<file path="src/fpxe_pkg.sv">
// Constants and types shared by the floating-point exception unit
package fpxe_pkg;
	// Register byte offsets on the APB
	localparam logic [11:0] ADDR_CTL = 12'h000;
	localparam logic [11:0] ADDR_STAT = 12'h004;
	// Bit positions in control and status words
	localparam int BIT_INV       = 0;
	localparam int BIT_DIVZERO   = 2;
	localparam int BIT_OE        = 3;
	localparam int BIT_UNDERFLOW = 4;
	localparam int BIT_ROUNDUP   = 9;
	localparam int PC_LO         = 8;
	localparam int RC_LO         = 10;
	// Reset values and writable bits
	localparam logic [15:0] CTL_RST    = 16'h037F;
	localparam logic [15:0] CTL_WMASK  = 16'h0F3F;
	localparam logic [15:0] STAT_RST   = 16'h0000;
	localparam logic [15:0] STAT_WMASK = 16'h021D;
	// Precision and rounding control codes
	localparam logic [1:0] PC_SGL  = 2'h0;
	localparam logic [1:0] PC_DBL  = 2'h2;
	localparam logic [1:0] PC_EXT  = 2'h3;
	localparam logic [1:0] RC_NEAR = 2'h0;
	localparam logic [1:0] RC_DOWN = 2'h1;
	localparam logic [1:0] RC_UP   = 2'h2;
	localparam logic [1:0] RC_ZERO = 2'h3;
	// Position of the kept lsb in the 67-bit significand
	localparam logic [6:0] RL_SGL = 7'h2B;
	localparam logic [6:0] RL_DBL = 7'h0E;
	localparam logic [6:0] RL_EXT = 7'h03;
	// Largest significands per precision
	localparam logic [63:0] MAXS_SGL = 64'hFFFF_FF00_0000_0000;
	localparam logic [63:0] MAXS_DBL = 64'hFFFF_FFFF_FFFF_F800;
	localparam logic [63:0] MAXS_EXT = 64'hFFFF_FFFF_FFFF_FFFF;
	localparam logic [63:0] SIG_INT  = 64'h8000_0000_0000_0000;
	localparam logic [14:0] EXP_INF  = 15'h7FFF;
	localparam logic [14:0] EXP_ONE  = 15'h3FFF;
	// Operation classes
	localparam logic [2:0] OP_ARITH  = 3'h0;
	localparam logic [2:0] OP_DIV    = 3'h1;
	localparam logic [2:0] OP_LOG    = 3'h2;
	localparam logic [2:0] OP_XTRACT = 3'h3;
	localparam logic [2:0] OP_SCALE  = 3'h4;
	localparam logic [2:0] OP_FSTORE = 3'h5;
	localparam logic [2:0] OP_ISTORE = 3'h6;
	localparam logic FMT_SGL = 1'h0;
	// Unbiased exponent limits and biases
	localparam logic signed [17:0] EMAX_EXT = 18'sh0_3FFF;
	localparam logic signed [17:0] EMIN_EXT = -18'sh0_3FFE;
	localparam logic signed [17:0] EMAX_DBL = 18'sh0_03FF;
	localparam logic signed [17:0] EMIN_DBL = -18'sh0_03FE;
	localparam logic signed [17:0] EMAX_SGL = 18'sh0_007F;
	localparam logic signed [17:0] EMIN_SGL = -18'sh0_007E;
	localparam logic signed [17:0] BIAS_EXT = 18'sh0_3FFF;
	localparam logic signed [17:0] REBIAS   = 18'sh0_6000;
	localparam logic signed [17:0] EB_MAX   = 18'sh0_7FFE;
	localparam logic signed [17:0] EB_MIN   = 18'sh0_0001;
	localparam logic signed [17:0] SH_MAX   = 18'sh0_003F;

	typedef struct packed {
		logic               valid;
		logic [2:0]         op;
		logic               mem_dst;
		logic               mem_fmt;
		logic               pc_ignore;
		logic               sa;
		logic               sb;
		logic               za;
		logic               zb;
		logic               fa;
		logic               rnum;
		logic               rs;
		logic signed [17:0] rexp;
		logic [66:0]        rsig;
	} fpxe_op_t;

	typedef struct packed {
		logic        wr_top;
		logic        wr_mem;
		logic        wr_second;
		logic [79:0] top_val;
		logic [79:0] second_val;
	} fpxe_res_t;

	typedef enum logic [1:0] {
		ST_IDLE  = 2'b01,
		ST_RAISE = 2'b10
	} fpxe_st_t;

	typedef struct packed {
		fpxe_st_t    state;
		logic        ready;
		fpxe_res_t   res;
		logic        hnd;
		logic [15:0] ctl;
		logic [15:0] stat;
		logic [15:0] pflag;
		logic        pc1;
		logic        pready;
		logic        pslverr;
		logic [31:0] prdata;
	} fpxe_state_t;
endpackage : fpxe_pkg

</file>
<file path="src/fpxe_round.sv">
// Significand rounder for the exception unit
module fpxe_round (
	// Operand
	input  wire logic        sign,
	input  wire logic [66:0] sig_in,
	// Controls
	input  wire logic [1:0]  prec,
	input  wire logic [1:0]  rmode,
	// Result
	output logic      [63:0] sig_out,
	output logic             carry,
	output logic             up
);
	logic [6:0]  lsb_pos;
	logic [66:0] unit;
	logic [66:0] keep;
	logic [67:0] sum;
	logic        lbit;
	logic        rbit;
	logic        sticky;

	always_comb begin
		case (prec)
			fpxe_pkg::PC_SGL: lsb_pos = fpxe_pkg::RL_SGL;
			fpxe_pkg::PC_DBL: lsb_pos = fpxe_pkg::RL_DBL;
			default:          lsb_pos = fpxe_pkg::RL_EXT;
		endcase
	end

	assign unit   = 67'h1 << lsb_pos;
	assign keep   = ~(unit - 67'h1);
	assign lbit   = |(sig_in & unit);
	assign rbit   = |(sig_in & (unit >> 1));
	assign sticky = |(sig_in & ((unit >> 1) - 67'h1));

	always_comb begin
		case (rmode)
			fpxe_pkg::RC_NEAR: up = rbit & (sticky | lbit);
			fpxe_pkg::RC_DOWN: up = sign & (rbit | sticky);
			fpxe_pkg::RC_UP:   up = ~sign & (rbit | sticky);
			default:           up = 1'b0;
		endcase
	end

	assign sum     = {1'b0, sig_in & keep} + (up ? {1'b0, unit} : 68'h0);
	assign carry   = sum[67];
	assign sig_out = carry ? fpxe_pkg::SIG_INT : sum[66:3];
endmodule : fpxe_round

</file>
<file path="src/fpxe_exc.sv">
// Divide-by-zero, overflow and underflow exception unit
// What this block does
// - Flag divide-by-zero when a finite non-zero operand is divided by zero.
// - Divide-by-zero flag is status bit 2, its mask control bit 2.
// - Divides, integer divides, log and exponent-extract can all report divide-by-zero.
// - Always set the flag; masked writes result, unmasked calls handler, no write.
// - Masked divide by zero gives infinity signed by XOR of operand signs.
// - Masked log by zero gives infinity opposite in sign to the non-zero operand.
// - Masked extract: second register minus infinity, top zero with source sign.
// - Overflow when rounded result exceeds largest finite value of destination format.
// - Overflow checked for register and float stores; integer stores raise invalid.
// - Overflow flag is status bit 3, its mask control bit 3.
// - Masked overflow sets the flag and writes a rounding-mode chosen value.
// - Unmasked overflow to memory sets flag, clears round-up bit, calls handler, writes nothing.
// - Unmasked overflow to register: round, exponent minus 24576, store, then flag.
// - Unmasked register result sets round-up bit if rounded up, else clears it.
// - Register results of operations ignoring precision control round to double-extended precision; memory stores round to the store format.
// - Scale still overflowing after rebias stores a signed infinity.
// - Underflow when rounded result is below smallest normal of destination format.
// - Integer stores never underflow; tiny values become 0 or 1 by rounding.
// - Underflow flag is status bit 4, its mask control bit 4.
// - Unmasked underflow to memory sets flag, calls handler, writes nothing.
// - Unmasked underflow to register: round, exponent plus 24576, store, then flag.
// - Scale still underflowing after rebias stores a signed zero.
// - The round-up bit is status bit 9.
module fpxe_exc (
	// Clock and reset
	input  wire logic                pclk,
	input  wire logic                presetn,
	// APB slave
	input  wire logic                psel,
	input  wire logic                penable,
	input  wire logic                pwrite,
	input  wire logic [11:0]         paddr,
	input  wire logic [31:0]         pwdata,
	output logic      [31:0]         prdata,
	output logic                     pready,
	output logic                     pslverr,
	// Operation from the arithmetic core
	input  wire fpxe_pkg::fpxe_op_t  op,
	output logic                     op_ready,
	// Result and handler request
	output fpxe_pkg::fpxe_res_t      res,
	output logic                     handler_req,
	output logic      [15:0]         ctl_word,
	output logic      [15:0]         stat_word
);
	fpxe_pkg::fpxe_state_t st_q;
	fpxe_pkg::fpxe_state_t st_d;

	logic               take;
	logic               divzero_mask;
	logic               overflow_mask;
	logic               underflow_mask;
	logic [1:0]         prec;
	logic [1:0]         rmode;
	logic [63:0]        rsig;
	logic               rcarry;
	logic               rup;
	logic signed [17:0] e;
	logic signed [17:0] emax;
	logic signed [17:0] emin;
	logic signed [17:0] eb_ovf;
	logic signed [17:0] eb_unf;
	logic signed [17:0] sh;
	logic [63:0]        maxs;
	logic               is_div;
	logic               dz;
	logic               ovf;
	logic               unf;
	logic               tiny_int;
	logic               to_inf;
	logic               apb_wr;

	assign take           = op.valid & st_q.ready;
	assign divzero_mask   = st_q.ctl[fpxe_pkg::BIT_DIVZERO];
	assign overflow_mask  = st_q.ctl[fpxe_pkg::BIT_OE];
	assign underflow_mask = st_q.ctl[fpxe_pkg::BIT_UNDERFLOW];
	assign rmode          = st_q.ctl[fpxe_pkg::RC_LO +: 2];
	assign apb_wr         = psel & penable & pwrite & st_q.pready;

	// Precision: store format, or extended for operations that ignore control
	always_comb begin
		if (op.mem_dst) begin
			prec = (op.mem_fmt == fpxe_pkg::FMT_SGL) ? fpxe_pkg::PC_SGL : fpxe_pkg::PC_DBL;
			emax = (op.mem_fmt == fpxe_pkg::FMT_SGL) ? fpxe_pkg::EMAX_SGL : fpxe_pkg::EMAX_DBL;
			emin = (op.mem_fmt == fpxe_pkg::FMT_SGL) ? fpxe_pkg::EMIN_SGL : fpxe_pkg::EMIN_DBL;
		end else begin
			prec = op.pc_ignore ? fpxe_pkg::PC_EXT : st_q.ctl[fpxe_pkg::PC_LO +: 2];
			emax = fpxe_pkg::EMAX_EXT;
			emin = fpxe_pkg::EMIN_EXT;
		end
		case (prec)
			fpxe_pkg::PC_SGL: maxs = fpxe_pkg::MAXS_SGL;
			fpxe_pkg::PC_DBL: maxs = fpxe_pkg::MAXS_DBL;
			default:          maxs = fpxe_pkg::MAXS_EXT;
		endcase
	end

	fpxe_round u_round (
		.sign    (op.rs),
		.sig_in  (op.rsig),
		.prec    (prec),
		.rmode   (rmode),
		.sig_out (rsig),
		.carry   (rcarry),
		.up      (rup)
	);

	assign e      = op.rexp + $signed({17'h0, rcarry});
	assign eb_ovf = e - fpxe_pkg::REBIAS + fpxe_pkg::BIAS_EXT;
	assign eb_unf = e + fpxe_pkg::REBIAS + fpxe_pkg::BIAS_EXT;
	assign sh     = emin - e;
	assign to_inf = (rmode == fpxe_pkg::RC_NEAR) | ((rmode == fpxe_pkg::RC_UP) & ~op.rs)
		| ((rmode == fpxe_pkg::RC_DOWN) & op.rs);

	// Condition detection
	assign is_div   = (op.op == fpxe_pkg::OP_DIV) | (op.op == fpxe_pkg::OP_LOG);
	assign dz       = (is_div & op.zb & op.fa & ~op.za)
		| ((op.op == fpxe_pkg::OP_XTRACT) & op.za);
	assign ovf      = ~dz & op.rnum & (op.op != fpxe_pkg::OP_ISTORE)
		& (op.op != fpxe_pkg::OP_XTRACT) & (e > emax);
	assign unf      = ~dz & op.rnum & (op.op != fpxe_pkg::OP_ISTORE)
		& (op.op != fpxe_pkg::OP_XTRACT) & (e < emin);
	assign tiny_int = (op.op == fpxe_pkg::OP_ISTORE) & op.rnum & op.rexp[17];

	always_comb begin
		st_d             = st_q;
		st_d.res.wr_top  = 1'b0;
		st_d.res.wr_mem  = 1'b0;
		st_d.res.wr_second = 1'b0;
		st_d.hnd         = 1'b0;
		st_d.pready      = psel & ~penable & ~st_q.pready;
		// APB register access
		if (psel & ~penable & ~st_q.pready) begin
			st_d.pslverr = (paddr != fpxe_pkg::ADDR_CTL) & (paddr != fpxe_pkg::ADDR_STAT);
			case (paddr)
				fpxe_pkg::ADDR_CTL:  st_d.prdata = {16'h0, st_q.ctl};
				fpxe_pkg::ADDR_STAT: st_d.prdata = {16'h0, st_q.stat};
				default:             st_d.prdata = 32'h0;
			endcase
		end else if (st_q.pready) begin
			st_d.pslverr = 1'b0;
			st_d.prdata  = 32'h0;
		end
		if (apb_wr & (paddr == fpxe_pkg::ADDR_CTL)) begin
			st_d.ctl = pwdata[15:0] & fpxe_pkg::CTL_WMASK;
		end
		if (apb_wr & (paddr == fpxe_pkg::ADDR_STAT)) begin
			st_d.stat = pwdata[15:0] & fpxe_pkg::STAT_WMASK;
		end
		// Operation handling; flag sets below win over software writes
		case (st_q.state)
			fpxe_pkg::ST_IDLE: begin
				if (take) begin
					st_d.res.top_val    = {op.rs, 15'(e + fpxe_pkg::BIAS_EXT), rsig};
					st_d.res.second_val = 80'h0;
					if (dz) begin
						st_d.stat[fpxe_pkg::BIT_DIVZERO] = 1'b1;
						if (!divzero_mask) begin
							st_d.hnd = 1'b1;
						end else if (op.op == fpxe_pkg::OP_XTRACT) begin
							st_d.res.top_val    = {op.sa, 79'h0};
							st_d.res.second_val = {1'b1, fpxe_pkg::EXP_INF, fpxe_pkg::SIG_INT};
							st_d.res.wr_top     = 1'b1;
							st_d.res.wr_second  = 1'b1;
						end else begin
							st_d.res.top_val = (op.op == fpxe_pkg::OP_LOG)
								? {~op.sa, fpxe_pkg::EXP_INF, fpxe_pkg::SIG_INT}
								: {op.sa ^ op.sb, fpxe_pkg::EXP_INF, fpxe_pkg::SIG_INT};
							st_d.res.wr_top  = ~op.mem_dst;
							st_d.res.wr_mem  = op.mem_dst;
						end
					end else if (ovf) begin
						if (overflow_mask) begin
							st_d.stat[fpxe_pkg::BIT_OE] = 1'b1;
							st_d.res.top_val = to_inf ? {op.rs, fpxe_pkg::EXP_INF, fpxe_pkg::SIG_INT}
								: {op.rs, 15'(emax + fpxe_pkg::BIAS_EXT), maxs};
							st_d.res.wr_top  = ~op.mem_dst;
							st_d.res.wr_mem  = op.mem_dst;
						end else if (op.mem_dst) begin
							st_d.stat[fpxe_pkg::BIT_OE] = 1'b1;
							st_d.stat[fpxe_pkg::BIT_ROUNDUP] = 1'b0;
							st_d.hnd = 1'b1;
						end else begin
							st_d.res.top_val = ((op.op == fpxe_pkg::OP_SCALE) && (eb_ovf > fpxe_pkg::EB_MAX))
								? {op.rs, fpxe_pkg::EXP_INF, fpxe_pkg::SIG_INT}
								: {op.rs, eb_ovf[14:0], rsig};
							st_d.res.wr_top  = 1'b1;
							st_d.pflag       = 16'h1 << fpxe_pkg::BIT_OE;
							st_d.pc1         = rup;
							st_d.state       = fpxe_pkg::ST_RAISE;
						end
					end else if (unf) begin
						if (underflow_mask) begin
							st_d.stat[fpxe_pkg::BIT_UNDERFLOW] = 1'b1;
							st_d.res.top_val = (sh > fpxe_pkg::SH_MAX) ? {op.rs, 79'h0}
								: {op.rs, op.mem_dst ? 15'(emin + fpxe_pkg::BIAS_EXT) : 15'h0,
								rsig >> sh[5:0]};
							st_d.res.wr_top  = ~op.mem_dst;
							st_d.res.wr_mem  = op.mem_dst;
						end else if (op.mem_dst) begin
							st_d.stat[fpxe_pkg::BIT_UNDERFLOW] = 1'b1;
							st_d.stat[fpxe_pkg::BIT_ROUNDUP] = 1'b0;
							st_d.hnd = 1'b1;
						end else begin
							st_d.res.top_val = ((op.op == fpxe_pkg::OP_SCALE) && (eb_unf < fpxe_pkg::EB_MIN))
								? {op.rs, 79'h0}
								: {op.rs, eb_unf[14:0], rsig};
							st_d.res.wr_top  = 1'b1;
							st_d.pflag       = 16'h1 << fpxe_pkg::BIT_UNDERFLOW;
							st_d.pc1         = rup;
							st_d.state       = fpxe_pkg::ST_RAISE;
						end
					end else begin
						if ((op.op == fpxe_pkg::OP_ISTORE) && op.rnum && (e > emax)) begin
							st_d.stat[fpxe_pkg::BIT_INV] = 1'b1;
						end
						if (tiny_int) begin
							st_d.res.top_val = (((rmode == fpxe_pkg::RC_UP) & ~op.rs)
								| ((rmode == fpxe_pkg::RC_DOWN) & op.rs))
								? {op.rs, fpxe_pkg::EXP_ONE, fpxe_pkg::SIG_INT}
								: {op.rs, 79'h0};
						end
						st_d.res.wr_top = ~op.mem_dst;
						st_d.res.wr_mem = op.mem_dst;
					end
				end
			end
			fpxe_pkg::ST_RAISE: begin
				st_d.stat = st_d.stat | st_q.pflag;
				st_d.stat[fpxe_pkg::BIT_ROUNDUP] = st_q.pc1;
				st_d.hnd   = 1'b1;
				st_d.state = fpxe_pkg::ST_IDLE;
			end
			default: begin
				st_d.state = fpxe_pkg::ST_IDLE;
			end
		endcase
		st_d.ready = (st_d.state == fpxe_pkg::ST_IDLE);
	end

	always_ff @(posedge pclk or negedge presetn) begin
		if (!presetn) begin
			st_q       <= '0;
			st_q.state <= fpxe_pkg::ST_IDLE;
			st_q.ready <= 1'b1;
			st_q.ctl   <= fpxe_pkg::CTL_RST;
			st_q.stat  <= fpxe_pkg::STAT_RST;
		end else begin
			st_q <= st_d;
		end
	end

	assign prdata      = st_q.prdata;
	assign pready      = st_q.pready;
	assign pslverr     = st_q.pslverr;
	assign op_ready    = st_q.ready;
	assign res         = st_q.res;
	assign handler_req = st_q.hnd;
	assign ctl_word    = st_q.ctl;
	assign stat_word   = st_q.stat;
endmodule : fpxe_exc

</file>
<file path="config.mk">
export PLATFORM = sky130hd
export DESIGN_NAME = fpxe_exc
export DESIGN_NICKNAME = d
export VERILOG_FILES = /design/src/fpxe_pkg.sv /design/src/fpxe_round.sv /design/src/fpxe_exc.sv
export SDC_FILE = /design/constraint.sdc
export NUM_CORES = 1
export LEC_CHECK = 0
export BUFFER_PORTS_ARGS = -buffer_cell sky130_fd_sc_hd__buf_2
export CAP_MARGIN = 30
export CORE_ASPECT_RATIO = 1.5
export CORE_MARGIN = 10
export CORE_UTILIZATION = 45
export DETAILED_ROUTE_END_ITERATION = 6
export PLACE_DENSITY = 0.68
export SLEW_MARGIN = 20
export SYNTH_ARGS = -nofsm -noshare
export SYNTH_HDL_FRONTEND = slang
export SYNTH_HIERARCHICAL = 1
export SYNTH_SLANG_ARGS = --single-unit
</file>
<file path="constraint.sdc">
create_clock -name pclk -period 10.95 [get_ports pclk]
set_input_delay 0.5475 -clock pclk [delete_from_list [all_inputs] [get_ports pclk]]
set_output_delay 0.5475 -clock pclk [all_outputs]
set_load 0.1 [all_outputs]
</file>
## Word level (Yosys, flattened, before mapping)

Index checks and enable logic that the tools add are counted.

| storage, ports and cells | value |
|---|---|
| output and inout bits | 231 |
| register bits after elaboration | 245 |
| input bits | 148 |

| operators by class | value |
|---|---|
| equal/unequal tests | 19 |
| $add $sub $neg | 12 |
| magnitude comparators | 5 |
| multiplexer cells | 99 |
| shifts and indexed selects | 2 |
| reduce and logical (&&, ||, !) cells | 15 |
| bitwise gates (word level) | 46 |

Operators by type and width:

| cell | number |
|---|---|
| $mux W79 | 11 |
| $mux W80 | 5 |
| $mux W163 | 2 |
| $and A67 B67 Y67 | 3 |
| $reduce_or A67 Y1 | 3 |
| $mux W164 | 1 |
| $mux W17 | 6 |
| $pmux W40 S2 | 1 |
| $mux W78 | 1 |
| $add A67 B68 Y68 | 1 |
| $and A67 B66 Y67 | 1 |
| $mux W67 | 1 |
| $not A67 Y67 | 1 |
| $shl A1 B6 Y67 const A | 1 |
| $sub A66 B1 Y67 const B | 1 |
| $sub A67 B1 Y67 const B | 1 |
| $mux W33 | 2 |
| $mux W64 | 1 |
| $shr A64 B6 Y64 | 1 |
| $add A18 B15 Y18 const B | 2 |
| $mux W18 | 2 |
| $mux W1 | 35 |
| $pmux W16 S2 | 1 |
| $add A15 B15 Y15 const B | 2 |
| other kinds (45) | 112 |

## Depth between registers and ports, before layout

| depth | value |
|---|---|
| depth after elaboration | 26 |
| gate-level depth with buffers | 41 |
| depth with buffers taken out | 33 |

## Hierarchy

Netlist, hierarchy kept.

Modules (own cells, without submodules):

| module | cells an instance | instances | area each (µm²) |
|---|---|---|---|
| fpxe_exc | 1918 | 1 | 14868.0 |
| fpxe_round | 390 | 1 | 2514.9 |

## Least setup slack after synthesis

Ideal clock, no wire load.

| timing | value |
|---|---|
| path type | input port to flip-flop |
| from | input port op[94] (netlist bit) |
| to | register st_q, in the netlist res[128] |
| arrival | 8.718 ns |
| slack | 2.090 ns |
| data required time | 10.808 ns |
| library setup time | 0.142 ns |
| stages | 39 |
| cells stage by stage | clkbuf_1 nor3_1 nor2_1 buf_4 mux2_2 mux2i_1 nand2_1 o2bb2ai_1 o41ai_1 nor3b_1 ha_1 nand2_1 nor2_1 nand3_2 a2111oi_4 o211a_1 buf_6 buf_6 (+3 left out) nand3_2 or4_1 and2_0 inv_1 ha_1 nor2_1 nand2_1 or4_1 nor3_1 nor4_2 or4_1 clkbuf_1 nand2_1 o31ai_4 buf_4 buf_4 a221oi_1 a31oi_1 |

| on the way | value |
|---|---|
| cells in the longest elaborated chain, start to end | 23 |
| elaborated cells on any way between the ends | 54 |

Ends and longest elaborated chain:

| item | line | RTL |
|---|---|---|
| start: declaration | fpxe_exc.sv:40 | `input wire fpxe_pkg::fpxe_op_t op,` |
| $mux W2 (*) | fpxe_exc.sv:84 | `if (op.mem_dst) begin` |
| named net prec[1] | fpxe_exc.sv:55 | `logic [1:0] prec;` |
| $eq A2 B2 Y1 or $logic_not A2 Y1 (tied branches) | fpxe_round.sv:23 | `case (prec)` |
| $pmux W6 S2 (*) | fpxe_round.sv:23 |  |
| $shl A1 B6 Y67 (*) | fpxe_round.sv:30 | `assign unit = 67'h1 << lsb_pos;` |
| $sub A66 B1 Y67 | fpxe_round.sv:34 | `assign sticky = \|(sig_in & ((unit >> 1) - 67'h1));` |
| $and A67 B67 Y67 | fpxe_round.sv:34 |  |
| $reduce_or A67 Y1 | fpxe_round.sv:34 |  |
| (+5 left out) | - |  |
| named net rcarry | fpxe_exc.sv:58 | `logic rcarry;` |
| (+3 left out) | - |  |
| $lt A18 B2 Y1 | fpxe_exc.sv:207 | `st_d.res.top_val = ((op.op == fpxe_pkg::OP_SCALE) && (eb_unf < fpxe_pkg::EB_MIN))` |
| $logic_and A1 B1 Y1 | fpxe_exc.sv:207 |  |
| $mux W79 | fpxe_exc.sv:208 | `? {op.rs, 79'h0}` |
| $mux W79 | fpxe_exc.sv:202 | `end else if (op.mem_dst) begin` |
| $mux W79 | fpxe_exc.sv:195 | `if (underflow_mask) begin` |
| $mux W79 | fpxe_exc.sv:194 | `end else if (unf) begin` |
| $mux W79 | fpxe_exc.sv:174 | `end else if (ovf) begin` |
| $mux W80 (*) | fpxe_exc.sv:158 | `if (dz) begin` |
| end signal: assignment | fpxe_exc.sv:251 | `st_q <= st_d;` |
| end: declaration | fpxe_exc.sv:48 | `fpxe_pkg::fpxe_state_t st_q;` |

Mark *: on every way through the listed nets, which the timed path passes. The rest lies on a longest branch.
A chain may end at the register's enable or synchronous reset.

## Worst setup path in the final report

| timing | value |
|---|---|
| from | register st_q, in the netlist ctl_word[9] |
| to | register st_q, in the netlist res[116] |

| on the way | value |
|---|---|
| cells in the longest elaborated chain, start to end | 24 |
| elaborated cells on any way between the ends | 55 |

Ends and longest elaborated chain:

| item | line | RTL |
|---|---|---|
| $mux W2 (*) | fpxe_exc.sv:89 | `prec = op.pc_ignore ? fpxe_pkg::PC_EXT : st_q.ctl[fpxe_pkg::PC_LO +: 2];` |
| $mux W2 (*) | fpxe_exc.sv:84 |  |
| named net prec[1] | fpxe_exc.sv:55 |  |
| $eq A2 B2 Y1 or $logic_not A2 Y1 (tied branches) | fpxe_round.sv:23 |  |
| $pmux W6 S2 (*) | fpxe_round.sv:23 |  |
| $shl A1 B6 Y67 (*) | fpxe_round.sv:30 |  |
| $sub A66 B1 Y67 | fpxe_round.sv:34 |  |
| $and A67 B67 Y67 | fpxe_round.sv:34 |  |
| (+6 left out) | - |  |
| named net rcarry | fpxe_exc.sv:58 |  |
| (+3 left out) | - |  |
| $lt A18 B2 Y1 | fpxe_exc.sv:207 |  |
| $logic_and A1 B1 Y1 | fpxe_exc.sv:207 |  |
| $mux W79 | fpxe_exc.sv:208 |  |
| $mux W79 | fpxe_exc.sv:202 |  |
| $mux W79 | fpxe_exc.sv:195 |  |
| $mux W79 | fpxe_exc.sv:194 |  |
| $mux W79 | fpxe_exc.sv:174 |  |
| $mux W80 (*) | fpxe_exc.sv:158 |  |

Marked as above.

==> out/results.txt <==
Status - complete, no violations
Cell seen most often among critical-path stages - nor2_1
Clock buffer depth - 2
Cell variety after synth - 107
Peak supply drop - 0.000239 V
Power per Cell Area - 204 nW/um^2
Post-route setup TNS - 0 ps
Cells after Synth - 2308
Synthesized area - 17400 sq um
Via density - 6.34
Avg WL per Cell - 25.7 um
Setup violators final - 0
First DRT Iteration DRCs - 1707
RSZ-0062 raised after global routing - false
Hold buffer count at cts - 0
CTS Buf Count - 17
Crit path launch - ctl_word[9]
CP endpoint kind - flop
DRT Pass-1 Iters - 6
Critical path type - reg2reg
Routed vias - 18.3k
FILL cells - 3936
Yosys reg bits - 120
Final wirelength - 74100 um
Initial antenna violation count - 0
Die Span Y - 261 um
Reg2reg start - ctl_word[9]
Mean area per synthesized cell - 7.53 sq um
Fin Hold WS - 154 ps
Min Tclk post-route - 9980 ps
Min-Delay Path Class - in2async
Clk_lat worst skew - 450 ps
Grt total ovfl - 0
Final nets - 2555
CTS tree - done
Slowest stage delay, CP - 710 ps
Final setup skew - 15.2 ps
Reg clk slew, reported paths - 70 ps
Postcts setup bufs - 0
Post-synth top area share - 15.7%
Main flop type after synthesis - dfrtp_1
Area grow syn2layout - 6.06%
Io pins - 379
Critical path arrival - 10310 ps
Post-synth EDFFs - 0
Fmax - 100 MHz
Slowest cell on the critical path - and2_1
Critical Path RT - 11290 ps
CTS Sinks - 120
Root Driver - clkbuf_16
Num rows - 88
R2R cell count - 35
Most frequent cells in the layout - nand2_1 (313), buf_2 (262), nor2_1 (169), a21oi_1 (142), o21ai_0 (137)
DPL Wire Length - 59000 um
Slew Viols, Final - 0
R2R Setup Slk - 970 ps
First-pass GRT wire length - 110000 um
Crit-path max FO - 16
Vias in the first global route - 18.3k
PortBufs - 256
Share of cells above drive strength 1 - 20.4%
Maximum capacitance violations - 0
Ys Warns - 6
Worst slew pin tran - 1090 ps
Post-synth top area cell - dfrtp_1
CP Launch Type - flop
Core ar. - 38300 sq um
Most common cell after layout, fill and taps aside - nand2_1
ANT cells - 0
Die Area - 47100 sq um
CTS H-tree lvls - 4
Gpl congestion - 1.02
ANT nets after route - 0
Period utilization - 91.1%
Post_cts resized - 0
Final hold violation count - 0
Synth area leaders - dfrtp_1 (16%), buf_4 (10%), nand2_1 (6.8%)
Relative slew slack - 26.9%
GRT Overall Usage - 29.9%
Static Leak - 8.19 nW
Die W - 180 um
Critical R2R Capture - res[116]
Seq/Total Area, Yosys - 17.4%
FFs w/ async S/R, synth - 100%
Initial Util - 45.4%
Largest net degree at the start of global routing - 77
Residual DRC count - 0
## logic make-up (layout without fill, tap and decap cells)
family,count (synthesis),count (layout),share of synthesized area (%)
xor+xnor,91,91,4.79
compound gates,637,637,24.6
other cells,2,107,0.0432
flops,120,120,17.4
fa+ha+maj,35,35,2.56
mux,167,167,12.6
simple gates,821,821,23.0
buf+inv,435,407,15.0
## worst max-delay path by stage
stage | end | slack [ps] | cells after the start
3_3_place_gp | res[125] | 1060 | 36
6_report | res[116] | 970 | 35
4_1_cts | res[116] | 1020 | 35
2_1_floorplan | res[128] | 2090 | 39
5_1_grt | res[119] | 220 | 35
3_5_place_dp | res[120] | 770 | 36
## metal layers
layer	part of all wire, %	routed length, um	global-route usage, %
met2	51	37900	54.5
met1	35	25900	30.4
met5	0	0	0
met4	8.5	6320	23.0
met3	5.3	3930	4.17
## metrics by stage
| step | std cells | setup slack [ps] | power (mW) | util [%] | area [sq um] |
|---|---|---|---|---|---|
| 4_1_cts | 2874 | 1020 | 3.75 | 47.9 | 18400 |
| 5_1_grt | 2880 | 224 | 3.92 | 48.1 | 18400 |
| 2_1_floorplan | 2413 | 2090 | 2.87 | - | 17800 |
| 3_5_place_dp | 2842 | 769 | 3.18 | 46.4 | 17800 |
| 3_3_place_gp | 2835 | 1060 | 3.16 | 46.3 | 17800 |
| 6_report | 2880 | 974 | 3.76 | 48.1 | 18400 |
## power breakdown
part	total [mW]	switching [mW]	internal [mW]
Clock	0.564	0.223	0.341
Sequential	0.720	0.123	0.597
Combinational	2.48	2.00	0.479
Total	3.76	2.35	1.42
## final cells by class
| cell class | instances | area, sq um | area share (%) |
|---|---|---|---|
| clock buffers | 21 | 450 | 2.44 |
| clock inverters | 11 | 123 | 0.665 |
| inverters | 52 | 195 | 1.06 |
| multi-input cells | 1858 | 12200 | 66.3 |
| flip-flops and latches | 120 | 3020 | 16.4 |
| well taps | 495 | 619 | 3.36 |
| repair buffers | 323 | 1810 | 9.83 |
## flip-flops by register name (all words and copies together), names as in the netlist
| register | cells |
|---|---|
| ctl_word | 11 |
| handler_req | 1 |
| res | 84 |
| st_q | 5 |
| pslverr | 1 |
| stat_word | 5 |
| pready | 1 |
| prdata | 11 |
| op_ready | 1 |
## synthesized netlist by cell type (7+ instances only)
cell and number:
mux2i_1 102, clkbuf_1 102, buf_1 10, dfrtp_1 109, a22oi_1 16, a221o_1 7
xor2_1 38, a21o_1 16, or3_1 19, o21ai_0 137, nand2b_1 9, and2_1 17
inv_1 50, mux2_2 26, nor4_1 19, nor2_1 169, o21ai_1 14, xnor2_1 50
a21oi_1 142, nand2_1 313, dfstp_2 11, o2111ai_1 7, or4_1 12, a31oi_1 40
a211oi_1 57, nor3_1 61, o21a_1 16, nand4_1 32, nand3_1 69, a22o_1 14
o211ai_1 23, o22ai_1 19, and4_1 12, buf_4 239, and3_1 25, mux4_2 39
nor2b_1 15, buf_2 25, a221oi_1 26, ha_1 34, o31ai_1 15
## worst max-delay path, delay by kind of cell (launching register included)
kind / cells / cell delay [ps]
compound gates: 8 / 2540
buf+inv: 4 / 740
mux: 2 / 550
simple gates: 17 / 4230
fa+ha+maj: 4 / 1160
flops: 1 / 610
No activity file was read; power rests on OpenSTA's default activity.
